**src/usf_pkg.sv**
```systemverilog
// Constants and state types shared by the serial status flag logic.
// Assumes a single system clock and an active-low asynchronous reset.
package usf_pkg;
  localparam int          USF_DATA_W  = 8;
  localparam int          USF_ERR_W   = 3;
  localparam int          USF_ENTRY_W = USF_DATA_W + USF_ERR_W;
  localparam int          USF_DEPTH   = 2;
  localparam int          USF_CNT_W   = 2;
  localparam logic [1:0]  USF_CNT_0   = 2'h0;
  localparam logic [1:0]  USF_CNT_1   = 2'h1;
  localparam logic [1:0]  USF_CNT_2   = 2'h2;
  // Status register bit positions
  localparam int          USF_B_PARITY_ERROR_FLAG  = 7;
  localparam int          USF_B_NF    = 6;
  localparam int          USF_B_FRAMING_ERROR_FLAG  = 5;
  localparam int          USF_B_OVERRUN_ERROR_FLAG  = 4;
  localparam int          USF_B_RECEIVER_IDLE_FLAG = 3;
  localparam int          USF_B_RECEIVE_DATA_AVAILABLE_FLAG  = 2;
  localparam int          USF_B_TRANSMITTER_IDLE_FLAG = 1;
  localparam int          USF_B_TRANSMIT_BUFFER_EMPTY_FLAG  = 0;
  localparam logic [7:0]  USF_STATUS_RST = 8'h0b;
  // Error field positions inside a buffered entry
  localparam int          USF_E_NF    = 10;
  localparam int          USF_E_FRAMING_ERROR_FLAG  = 9;
  localparam int          USF_E_PARITY_ERROR_FLAG  = 8;

  typedef struct packed {
    logic [7:0]            flags;
    logic                  arm;
    logic                  seen_receive_data_available_flag;
    logic                  seen_transmitter_idle_flag;
    logic                  seen_transmit_buffer_empty_flag;
    logic                  transmitter_enable_prev;
    logic [USF_DATA_W-1:0] txbuf;
    logic                  txld;
    logic                  irq;
  } usf_state_s;

  typedef struct packed {
    logic [USF_ENTRY_W-1:0] e0;
    logic [USF_ENTRY_W-1:0] e1;
    logic [USF_CNT_W-1:0]   cnt;
  } usf_fifo_s;
endpackage : usf_pkg

```
**src/usf_status_flags.sv**
```systemverilog
// Status flag logic of the serial port: status register, receive buffer,
// transmit holding register and the read-then-access clear sequences.
// Assumes the receive shifter reports events as one-cycle pulses and the transmit shifter reports ready and busy as levels.
//
// Overview of operation
// - Eight read-only status bits: parity, noise, framing, overrun, rx idle, rx avail, tx idle, tx empty.
// - Parity error set on received parity mismatch, only while parity checking enabled.
// - Status read then data access clears parity, noise, framing and overrun flags.
// - Noise flag set with receive available flag, never for an overrun word.
// - Framing error flag set when the received character has a bad frame.
// - Overrun set on buffer overflow; blocks further words into the data register.
// - Receiver idle low from start bit detection until stop bit completes.
// - Receive available set when word enters data register; interrupt if enabled.
// - Noise, framing, parity flags set in the same cycle the word becomes available.
// - Receive available clears after status read then data read, if buffer empty.
// - Transmitter idle set when tx empty and nothing sending; line held high.
// - Status read with tx idle set then data write clears tx idle.
// - Tx empty set on shifter load and transmitter enable; cleared by read-write sequence.
// - Disabling clears receive and error flags, sets idle and empty flags, empties buffer.
// - Two-entry receive buffer feeds the shared data register.
`timescale 1ns/1ns
module usf_status_flags
  import usf_pkg::*;
(
  // Clock and reset
  input  wire logic                  ref_clk_i,
  input  wire logic                  rst_b_i,
  // Configuration
  input  wire logic                  serial_function_enable_i,
  input  wire logic                  transmitter_enable_i,
  input  wire logic                  receive_interrupt_enable_i,
  input  wire logic                  parity_enable_i,
  input  wire logic                  parity_odd_i,
  // CPU register access
  input  wire logic                  status_rd_i,
  input  wire logic                  data_rd_i,
  input  wire logic                  data_wr_i,
  input  wire logic [USF_DATA_W-1:0] data_wdata_i,
  output logic      [7:0]            serial_status_o,
  output logic      [USF_DATA_W-1:0] data_rdata_o,
  output logic                       rx_irq_o,
  // Receive shifter
  input  wire logic                  rx_start_i,
  input  wire logic                  rx_stop_done_i,
  input  wire logic                  rx_word_done_i,
  input  wire logic [USF_DATA_W-1:0] rx_word_i,
  input  wire logic                  rx_parity_bit_i,
  input  wire logic                  rx_noise_i,
  input  wire logic                  rx_frame_bad_i,
  // Transmit shifter
  input  wire logic                  tx_shift_ready_i,
  input  wire logic                  tx_busy_i,
  input  wire logic                  tx_break_i,
  output logic                       tx_load_o,
  output logic      [USF_DATA_W-1:0] tx_data_o,
  output logic                       tx_line_idle_o
);
  usf_state_s q, d;
  logic [USF_ENTRY_W-1:0] head, nxt, push_entry;
  logic [USF_CNT_W-1:0]   cnt;
  logic push_ok, pop, ovf, avail, par_bad, seq_data, flush;
  logic [USF_ERR_W-1:0]   new_err;

  assign flush    = !serial_function_enable_i;
  assign par_bad  = parity_enable_i && ((^{rx_word_i, rx_parity_bit_i}) ^ parity_odd_i);
  assign push_entry = {rx_noise_i, rx_frame_bad_i, par_bad, rx_word_i};
  // Overrun blocks transfers; a word arriving into a full buffer is lost
  assign ovf      = rx_word_done_i && cnt == USF_CNT_2 && !q.flags[USF_B_OVERRUN_ERROR_FLAG];
  assign push_ok  = rx_word_done_i && cnt != USF_CNT_2 && !q.flags[USF_B_OVERRUN_ERROR_FLAG];
  assign seq_data = q.arm && (data_rd_i || data_wr_i);
  assign pop      = q.arm && q.seen_receive_data_available_flag && data_rd_i && cnt != USF_CNT_0;
  // A word reaches the data register position of the buffer
  assign avail = (push_ok && (cnt == USF_CNT_0 || (pop && cnt == USF_CNT_1)))
               || (pop && cnt == USF_CNT_2);
  assign new_err = (pop && cnt == USF_CNT_2) ? nxt[USF_E_NF:USF_E_PARITY_ERROR_FLAG]
                                             : push_entry[USF_E_NF:USF_E_PARITY_ERROR_FLAG];

  usf_rx_fifo u_rx_fifo (
    .ref_clk_i   (ref_clk_i),
    .rst_b_i     (rst_b_i),
    .flush_i     (flush),
    .push_i      (push_ok && serial_function_enable_i),
    .push_data_i (push_entry),
    .pop_i       (pop),
    .head_o      (head),
    .next_o      (nxt),
    .count_o     (cnt)
  );

  always_comb begin
    d      = q;
    d.txld = 1'b0;
    d.irq  = 1'b0;
    d.transmitter_enable_prev = transmitter_enable_i;
    // Data access consumes the armed sequence; a status read re-arms it
    if (seq_data) begin
      d.flags[USF_B_PARITY_ERROR_FLAG] = 1'b0;
      d.flags[USF_B_NF]   = 1'b0;
      d.flags[USF_B_FRAMING_ERROR_FLAG] = 1'b0;
      d.flags[USF_B_OVERRUN_ERROR_FLAG] = 1'b0;
      d.arm = 1'b0;
      if (pop && cnt == USF_CNT_1) d.flags[USF_B_RECEIVE_DATA_AVAILABLE_FLAG] = 1'b0;
      if (data_wr_i) begin
        d.txbuf = data_wdata_i;
        if (q.seen_transmitter_idle_flag) d.flags[USF_B_TRANSMITTER_IDLE_FLAG] = 1'b0;
        if (q.seen_transmit_buffer_empty_flag) d.flags[USF_B_TRANSMIT_BUFFER_EMPTY_FLAG] = 1'b0;
      end
    end
    if (status_rd_i) begin
      d.arm        = 1'b1;
      d.seen_receive_data_available_flag  = q.flags[USF_B_RECEIVE_DATA_AVAILABLE_FLAG];
      d.seen_transmitter_idle_flag = q.flags[USF_B_TRANSMITTER_IDLE_FLAG];
      d.seen_transmit_buffer_empty_flag  = q.flags[USF_B_TRANSMIT_BUFFER_EMPTY_FLAG];
    end
    // Hardware events win over the clears above
    if (avail) begin
      d.flags[USF_B_RECEIVE_DATA_AVAILABLE_FLAG] = 1'b1;
      d.irq = receive_interrupt_enable_i;
      if (new_err[2]) d.flags[USF_B_NF]   = 1'b1;
      if (new_err[1]) d.flags[USF_B_FRAMING_ERROR_FLAG] = 1'b1;
      if (new_err[0]) d.flags[USF_B_PARITY_ERROR_FLAG] = 1'b1;
    end
    if (ovf) d.flags[USF_B_OVERRUN_ERROR_FLAG] = 1'b1;
    if (rx_stop_done_i) d.flags[USF_B_RECEIVER_IDLE_FLAG] = 1'b1;
    if (rx_start_i) d.flags[USF_B_RECEIVER_IDLE_FLAG] = 1'b0;
    // Transmit holding register moves into the shifter
    if (!q.flags[USF_B_TRANSMIT_BUFFER_EMPTY_FLAG] && !q.txld && tx_shift_ready_i) begin
      d.txld = 1'b1;
      d.flags[USF_B_TRANSMIT_BUFFER_EMPTY_FLAG] = 1'b1;
    end
    if (transmitter_enable_i && !q.transmitter_enable_prev) d.flags[USF_B_TRANSMIT_BUFFER_EMPTY_FLAG] = 1'b1;
    // The shifter reports busy only after it has taken the load pulse
    if (d.flags[USF_B_TRANSMIT_BUFFER_EMPTY_FLAG] && !tx_busy_i && !tx_break_i && !d.txld && !q.txld) begin
      d.flags[USF_B_TRANSMITTER_IDLE_FLAG] = 1'b1;
    end
    if (flush) begin
      d.flags = USF_STATUS_RST;
      d.arm   = 1'b0;
      d.txld  = 1'b0;
      d.irq   = 1'b0;
    end
  end

  always_ff @(posedge ref_clk_i or negedge rst_b_i) begin
    if (!rst_b_i) begin
      q       <= '0;
      q.flags <= USF_STATUS_RST;
    end else begin
      q <= d;
    end
  end

  assign serial_status_o = q.flags;
  assign data_rdata_o    = head[USF_DATA_W-1:0];
  assign rx_irq_o        = q.irq;
  assign tx_load_o       = q.txld;
  assign tx_data_o       = q.txbuf;
  assign tx_line_idle_o  = q.flags[USF_B_TRANSMITTER_IDLE_FLAG];
endmodule : usf_status_flags

```
**src/usf_rx_fifo.sv**
```systemverilog
// Two-entry receive buffer; entry 0 is the word the CPU sees.
// Assumes the caller never pushes while full.
`timescale 1ns/1ns
module usf_rx_fifo
  import usf_pkg::*;
(
  // Clock and reset
  input  wire logic                   ref_clk_i,
  input  wire logic                   rst_b_i,
  // Control
  input  wire logic                   flush_i,
  input  wire logic                   push_i,
  input  wire logic [USF_ENTRY_W-1:0] push_data_i,
  input  wire logic                   pop_i,
  // State
  output logic      [USF_ENTRY_W-1:0] head_o,
  output logic      [USF_ENTRY_W-1:0] next_o,
  output logic      [USF_CNT_W-1:0]   count_o
);
  usf_fifo_s q, d;

  always_comb begin
    d = q;
    if (flush_i) begin
      d.cnt = USF_CNT_0;
    end else if (pop_i && q.cnt != USF_CNT_0) begin
      d.e0 = q.e1;
      if (push_i) begin
        if (q.cnt == USF_CNT_1) d.e0 = push_data_i;
        else d.e1 = push_data_i;
      end else begin
        d.cnt = q.cnt - USF_CNT_1;
      end
    end else if (push_i && q.cnt != USF_CNT_2) begin
      if (q.cnt == USF_CNT_0) d.e0 = push_data_i;
      else d.e1 = push_data_i;
      d.cnt = q.cnt + USF_CNT_1;
    end
  end

  always_ff @(posedge ref_clk_i or negedge rst_b_i) begin
    if (!rst_b_i) q <= '0;
    else q <= d;
  end

  assign head_o  = q.e0;
  assign next_o  = q.e1;
  assign count_o = q.cnt;
endmodule : usf_rx_fifo

```
**config.mk**
```make
export PLATFORM = sky130hd
export DESIGN_NAME = usf_status_flags
export DESIGN_NICKNAME = d
export VERILOG_FILES = /design/src/usf_pkg.sv /design/src/usf_status_flags.sv /design/src/usf_rx_fifo.sv
export SDC_FILE = /design/constraint.sdc
export NUM_CORES = 1
export LEC_CHECK = 0
export BUFFER_PORTS_ARGS = -buffer_cell sky130_fd_sc_hd__buf_2
export CAP_MARGIN = 20
export CORE_MARGIN = 4
export CORE_UTILIZATION = 50
export DETAILED_ROUTE_END_ITERATION = 10
export PLACE_DENSITY = 0.77
export SYNTH_ARGS = -nofsm -noshare
export SYNTH_HDL_FRONTEND = slang
export SYNTH_SLANG_ARGS = --single-unit
```
**constraint.sdc**
```tcl
create_clock -name ref_clk_i -period 2.2 [get_ports ref_clk_i]
set_input_delay 0.33 -clock ref_clk_i [delete_from_list [all_inputs] [get_ports ref_clk_i]]
set_output_delay 0.33 -clock ref_clk_i [all_outputs]
set_load 0.02 [all_outputs]
```
==> results of run 1 <==
[metal layers]
layer	routed length, microns	global-route usage (%)
met2	1860	26.1
met3	312	4.86
met1	1730	19.9
met5	0	0
met4	60	5.34
[through the flow]
step                      hold WS (ns)  utilization (%)
after global routing             0.139             61.7
after detailed placement         0.446             59.0
after global placement           0.438             59.0
final                           0.0989             61.7
after floorplan                 0.0344                -
after CTS                        0.124             61.6
[logic make-up (layout without fill, tap and decap cells)]
kind of cell	count (synthesis)	in the layout	share of synthesized area (%)
AO/OA/AOI/OAI	27	27	8.86
XOR/XNOR	10	10	4.57
adder cells (fa/ha/maj)	3	3	1.69
buffers and inverters	24	74	7.56
flip-flops	44	44	49.8
multiplexers	29	29	15.6
AND/OR/NAND/NOR	44	44	11.9
[path summary, 6_finish.rpt]
path,from,endpoint,depth (start not counted)
max in group asynchronous,rst_b_i,serial_status_o[0],2
min in group ref_clk_i,transmitter_enable_i,q[10],1
worst min register to register,u_rx_fifo.head_o[1],u_rx_fifo.head_o[1],2
worst min-delay path,rst_b_i,tx_data_o[7],2
worst max register to register,u_rx_fifo.count_o[0],u_rx_fifo.next_o[0],5
worst max-delay path,u_rx_fifo.count_o[0],u_rx_fifo.next_o[0],5
[synth_stat cells (all sizes together) (3+ instances only)]
cell	instances
dfrtp	41
dfstp	3
o211ai	4
nor2	5
ha	3
buf	20
and2	3
xnor2	8
inv	3
mux2i	8
nand2	18
nand3	4
a21oi	3
nor2b	4
mux2	21
o21ai	11
[worst max-delay path, delay by kind of cell, from the launching register on]
kind / cells / cell delay (ns)
adders and majority gates: 1 / 0.28
buffers and inverters: 1 / 0.08
DFF: 1 / 0.38
muxes: 1 / 0.37
and+or+nand+nor: 2 / 0.70
[power by group through the flow]
stage	clock network (mW)	logic, mW	registers [mW]
4_1_cts	0.622	0.969	1.20
2_1_floorplan	0	0.689	1.27
6_report	0.603	0.961	1.20
3_3_place_gp	0	0.939	1.21
3_5_place_dp	0	0.969	1.22
5_1_grt	0.653	1.06	1.24
[flip-flops by register name, indices dropped and copies added, names as in the netlist]
| signal | flops |
|---|---|
| tx_load_o | 1 |
| u_rx_fifo.count_o | 2 |
| rx_irq_o | 1 |
| u_rx_fifo.head_o | 8 |
| q | 5 |
| u_rx_fifo.next_o | 11 |
| tx_data_o | 8 |
| serial_status_o | 8 |
[what timing repair did]
| action | CTS | global route |
|---|---|---|
| setup endpoints to repair | 0 | 9 |
| hold buffers | 0 | 0 |
| gates resized for setup | 0 | 1 |
| setup buffers | 0 | 0 |
[final cells by class]
cell class                 count  area [sq um]  share of cell area [%]
tap                           50          62.6                    2.44
timing repair buffer          63           320                    12.5
sequential                    44          1100                    43.2
multi-input combinational    113           952                    37.2
inverter                       3          11.3                   0.440
clock inverter                 2          35.0                    1.37
clock buffer                   6          72.6                    2.84
==> impl_metrics.py, run 1 <==
metrics = {
    "final_layout": {
        "drive_gt1_share_pct": 43.3,
        "nets": 268,
        "final_common_cell": "buf_2",
        "final_cells": 281,
        "area_delta_synth_final_pct": 15.4,
        "antenna_cells": 0,
        "final_cell_mix": "buf_2, dfrtp_1, nand2_1",
        "final.fill_count": 356,
        "stdcell_area_sq_mm": 0.00256,
    },
    "die": {
        "io_pins": 62,
        "initial_core_util_pct": 53.5,
        "die_area_sq_mm": 0.00556,
        "die_w_microns": 74.6,
        "die_y_microns": 74.6,
        "rows": 23,
        "core_area_sq_mm": 0.00414,
    },
    "place": {
        "dpl_worst_slack_ns": 0.131,
        "gp_congestion": 0.775,
        "io_buffers": 61,
        "place_inst": 273,
        "hpwl_microns": 2950,
        "dpl_cell_area_sq_mm": 0.00244,
    },
    "cts": {
        "cts_made_buffers": 5,
        "h-tree-depth": 2,
        "clkTransAtPathRegs_ns": 0.08,
        "ctsRootBufferMaster": "clkbuf_8",
        "cts.sinks": 44,
        "worstSkewPairLatency_ns": 0.29,
        "cts_buffer_depth": 2,
        "cts_tree": "done",
    },
    "yosys": {
        "synth_cells": 181,
        "synth_top_area_share_pct": 46.3,
        "syn_nets": 219,
        "ys_top_cells_by_area": "dfrtp_1, mux2_2, buf_4",
        "yosysSeqAreaShare_pct": 49.8,
        "synth_area_sq_mm": 0.00222,
        "ys_ff_latch": 44,
        "ys_types": 41,
        "synth.yosys.warnings": 0,
        "syn_avg_cell_area_sq_um": 12.2,
        "synthArstFlopShare_pct": 100,
        "synth-edff-count": 0,
        "ys.flop_type": "dfrtp_1",
        "synth_top_area_cell": "dfrtp_1",
    },
    "grt": {
        "overflow": 0,
        "grt_pass1_vias": 1465,
        "grt_max_degree": 45,
        "track_usage_pct": 15.9,
        "grt_pass1_wl_microns": 6590,
        "antenna_found_initial": 0,
    },
    "setup_path": {
        "critPathMaxStageDelay_ns": 0.42,
        "required_ns": 2.38,
        "critPathSlowestCell": "nor3b_4",
        "cp-start-kind": "register",
        "path_cells": "inv_1 -> ha_1 -> nor3b_4 -> nand3_4 -> mux2_4",
        "cp_max_fo": 12,
        "worstSetupPathType": "register to register",
        "endpoint_kind": "register",
        "reg2reg_slack_ns": 0.28,
        "crit_arrival_ns": 2.10,
    },
    "drt": {
        "routed_wl_microns": 3960,
        "drtIter0Drc": 57,
        "vias": 1461,
        "antenna_left": 0,
        "route.detailed.drc": 0,
        "first_pass_iters": 5,
        "viasPerCell": 5.20,
        "avgRoutedWirePerCell_microns": 14.1,
    },
    "pwr": {
        "p_int_mw": 1.86,
        "p_total_mw": 2.77,
        "seqPwrFrac_pct": 43.5,
        "clockPowerShare_pct": 21.8,
        "vdd_drop_max_mv": 0.463,
        "switching_power_mw": 0.908,
        "power_frac_comb_pct": 34.7,
        "p_leak_nw": 1.23,
        "p_per_area_mw_per_mm2": 1080,
        "swShare_pct": 32.8,
    },
    "sta": {
        "fin_crit_sh_pct": 87.1,
        "rsz0062_at_grt": "no",
        "fin_worst_skew_ns": 0.00439,
        "hold_violations": 0,
        "max_freq_mhz": 522,
        "min_period_ns": 1.92,
        "relSlewSlack_pct": 62.5,
        "slew_viol_final": 0,
        "setup_viol": 0,
        "tightest_slew_ns": 0.557,
        "setup_slack_ns": 0.283,
        "tns_ns": 0,
    },
    "worst_hold_path": {
        "hp-class": "primary input to asynchronous set/reset pin",
    },
    "job": {
        "cap_violations": 0,
    },
    "status": {
        "outcome": "completed",
    },
}
Note: power is estimated with default switching activity, not from simulation.
==> inputs of run 2 (changes only) <==
--- a/config.mk
+++ b/config.mk
@@ -6,11 +6,12 @@
 export NUM_CORES = 1
 export LEC_CHECK = 0
 export BUFFER_PORTS_ARGS = -buffer_cell sky130_fd_sc_hd__buf_2
-export CAP_MARGIN = 20
 export CORE_MARGIN = 4
 export CORE_UTILIZATION = 50
+export CTS_BUF_LIST = sky130_fd_sc_hd__clkbuf_8
 export DETAILED_ROUTE_END_ITERATION = 10
 export PLACE_DENSITY = 0.77
+export RECOVER_POWER = 50
 export SYNTH_ARGS = -nofsm -noshare
 export SYNTH_HDL_FRONTEND = slang
 export SYNTH_SLANG_ARGS = --single-unit
==> run 2 against run 1 <==
Power shrank 0.40%. Clock skew hardly changed. Sequential cell count stayed put. Final cell count unchanged. Wire length about the same. Sequential share of layout area increased by 0.13 points. First-iteration DRC count is the same. Utilization decreased by 0.18 points. Clock power shrank 0.8%.
==> impl_metrics.py, run 2 (synthesized netlist as in run 1, its figures left out) <==
metrics = {
    "cts": {
        "clkTransAtPathRegs_ns": 0.08,
        "cts_tree": "done",
        "cts_buffer_depth": 2,
        "cts_hold_buffers": 0,
        "post_cts_buffers": 0,
        "cts_made_buffers": 5,
        "cts.sinks": 44,
        "ctsRootBufferMaster": "clkbuf_8",
        "worstSkewPairLatency_ns": 0.29,
        "h-tree-depth": 2,
    },
    "sta": {
        "min_period_ns": 1.92,
        "max_freq_mhz": 522,
        "relSlewSlack_pct": 29.9,
        "setup_viol": 0,
        "rsz0062_at_grt": "no",
        "hold_violations": 0,
        "fin_crit_sh_pct": 87.1,
        "tns_ns": 0,
        "fin_worst_skew_ns": 0.00416,
        "setup_slack_ns": 0.284,
        "slew_viol_final": 0,
        "tightest_slew_ns": 1.05,
    },
    "job": {
        "cap_violations": 0,
    },
    "place": {
        "gp_congestion": 0.775,
        "io_buffers": 61,
        "dpl_cell_area_sq_mm": 0.00244,
        "hpwl_microns": 2950,
        "dpl_worst_slack_ns": 0.131,
    },
    "die": {
        "die_w_microns": 74.6,
        "io_pins": 62,
        "die_area_sq_mm": 0.00556,
        "initial_core_util_pct": 53.5,
        "rows": 23,
        "die_y_microns": 74.6,
        "core_area_sq_mm": 0.00414,
    },
    "drt": {
        "viasPerCell": 5.19,
        "antenna_left": 0,
        "avgRoutedWirePerCell_microns": 14.1,
        "routed_wl_microns": 3960,
        "route.detailed.drc": 0,
        "first_pass_iters": 5,
        "drtIter0Drc": 57,
        "vias": 1459,
    },
    "pwr": {
        "p_total_mw": 2.75,
        "p_leak_nw": 1.22,
        "vdd_drop_max_mv": 0.462,
        "p_per_area_mw_per_mm2": 1080,
    },
    "setup_path": {
        "critPathMaxStageDelay_ns": 0.42,
        "path_cells": "inv_1 -> ha_1 -> nor3b_4 -> nand3_4 -> mux2_4",
        "worstSetupPathType": "register to register",
        "cp_max_fo": 12,
        "reg2reg_slack_ns": 0.28,
        "endpoint_kind": "register",
        "crit_arrival_ns": 2.10,
        "cp-start-kind": "register",
        "required_ns": 2.38,
        "critPathSlowestCell": "nor3b_4",
    },
    "final_layout": {
        "stdcell_area_sq_mm": 0.00255,
        "final_common_cell": "buf_2",
        "nets": 268,
        "largest_reg_flops": 11,
        "area_delta_synth_final_pct": 15.1,
        "final.fill_count": 360,
        "antenna_cells": 0,
        "drive_gt1_share_pct": 41.1,
        "post-route-util_pct": 61.6,
        "final_cell_mix": "buf_2, dfrtp_1, nand2_1",
    },
    "grt": {
        "antenna_found_initial": 0,
        "grt_pass1_vias": 1465,
        "grt_pass1_wl_microns": 6590,
        "overflow": 0,
        "globalRouteMet1Util_pct": 19.9,
        "grt_max_degree": 45,
        "grt-busiest-layer": "met2",
        "track_usage_pct": 15.9,
        "use_met3_pct": 4.86,
        "grt.met2_usage_pct": 26.1,
    },
    "status": {
        "outcome": "completed",
    },
    "worst_hold_path": {
        "hp-class": "primary input to register",
    },
}
[run 2: final timing paths]
kind / startpoint / to / cells past startpoint
worst max register to register: u_rx_fifo.count_o[0] / u_rx_fifo.next_o[0] / 5
min in group asynchronous: rst_b_i / tx_data_o[7] / 2
worst min-delay path: transmitter_enable_i / q[10] / 1
max in group asynchronous: rst_b_i / u_rx_fifo.next_o[4] / 2
worst max-delay path: u_rx_fifo.count_o[0] / u_rx_fifo.next_o[0] / 5
worst min register to register: u_rx_fifo.head_o[1] / u_rx_fifo.head_o[1] / 2
[run 2: routing by layer]
layer / wire length [microns] / vias up
li1: - / 711
met3: 321 / 5
met1: 1720 / 698
met5: 0 / -
met4: 60 / 0
met2: 1860 / 45
[run 2: critical path: cells and delay by family (launching register included)]
kind	cells	cell delay [ns]
flops	1	0.38
mux	1	0.36
simple gates	2	0.70
buf+inv	1	0.08
fa+ha+maj	1	0.28
[run 2: report_power, final]
group	total [mW]	internal (mW)	leakage [nW]	switching (mW)
clock	0.598	0.332	0.0593	0.266
combinational	0.954	0.455	0.622	0.499
sequential	1.20	1.06	0.535	0.144
total	2.75	1.85	1.22	0.909
[run 2: final cells by class]
class	instances	area, sq um	share of cell area, %
clock buffers	5	68.8	2.70
multi-input cells	113	952	37.3
clock inverters	3	38.8	1.52
well taps	50	62.6	2.45
flip-flops and latches	44	1100	43.3
inverters	3	11.3	0.441
repair buffers	63	313	12.3
[run 2: what timing repair did]
action                                 in CTS  in global routing
setup endpoints to repair                   0                  9
endpoints found under the hold margin       0                  0
gates resized for setup                     0                  1
[run 2: per-stage QoR]
step	hold WS [ns]	instances
2_1_floorplan	0.0344	181
3_3_place_gp	0.438	273
3_5_place_dp	0.446	273
4_1_cts	0.124	281
5_1_grt	0.139	281
6_report	0.151	281
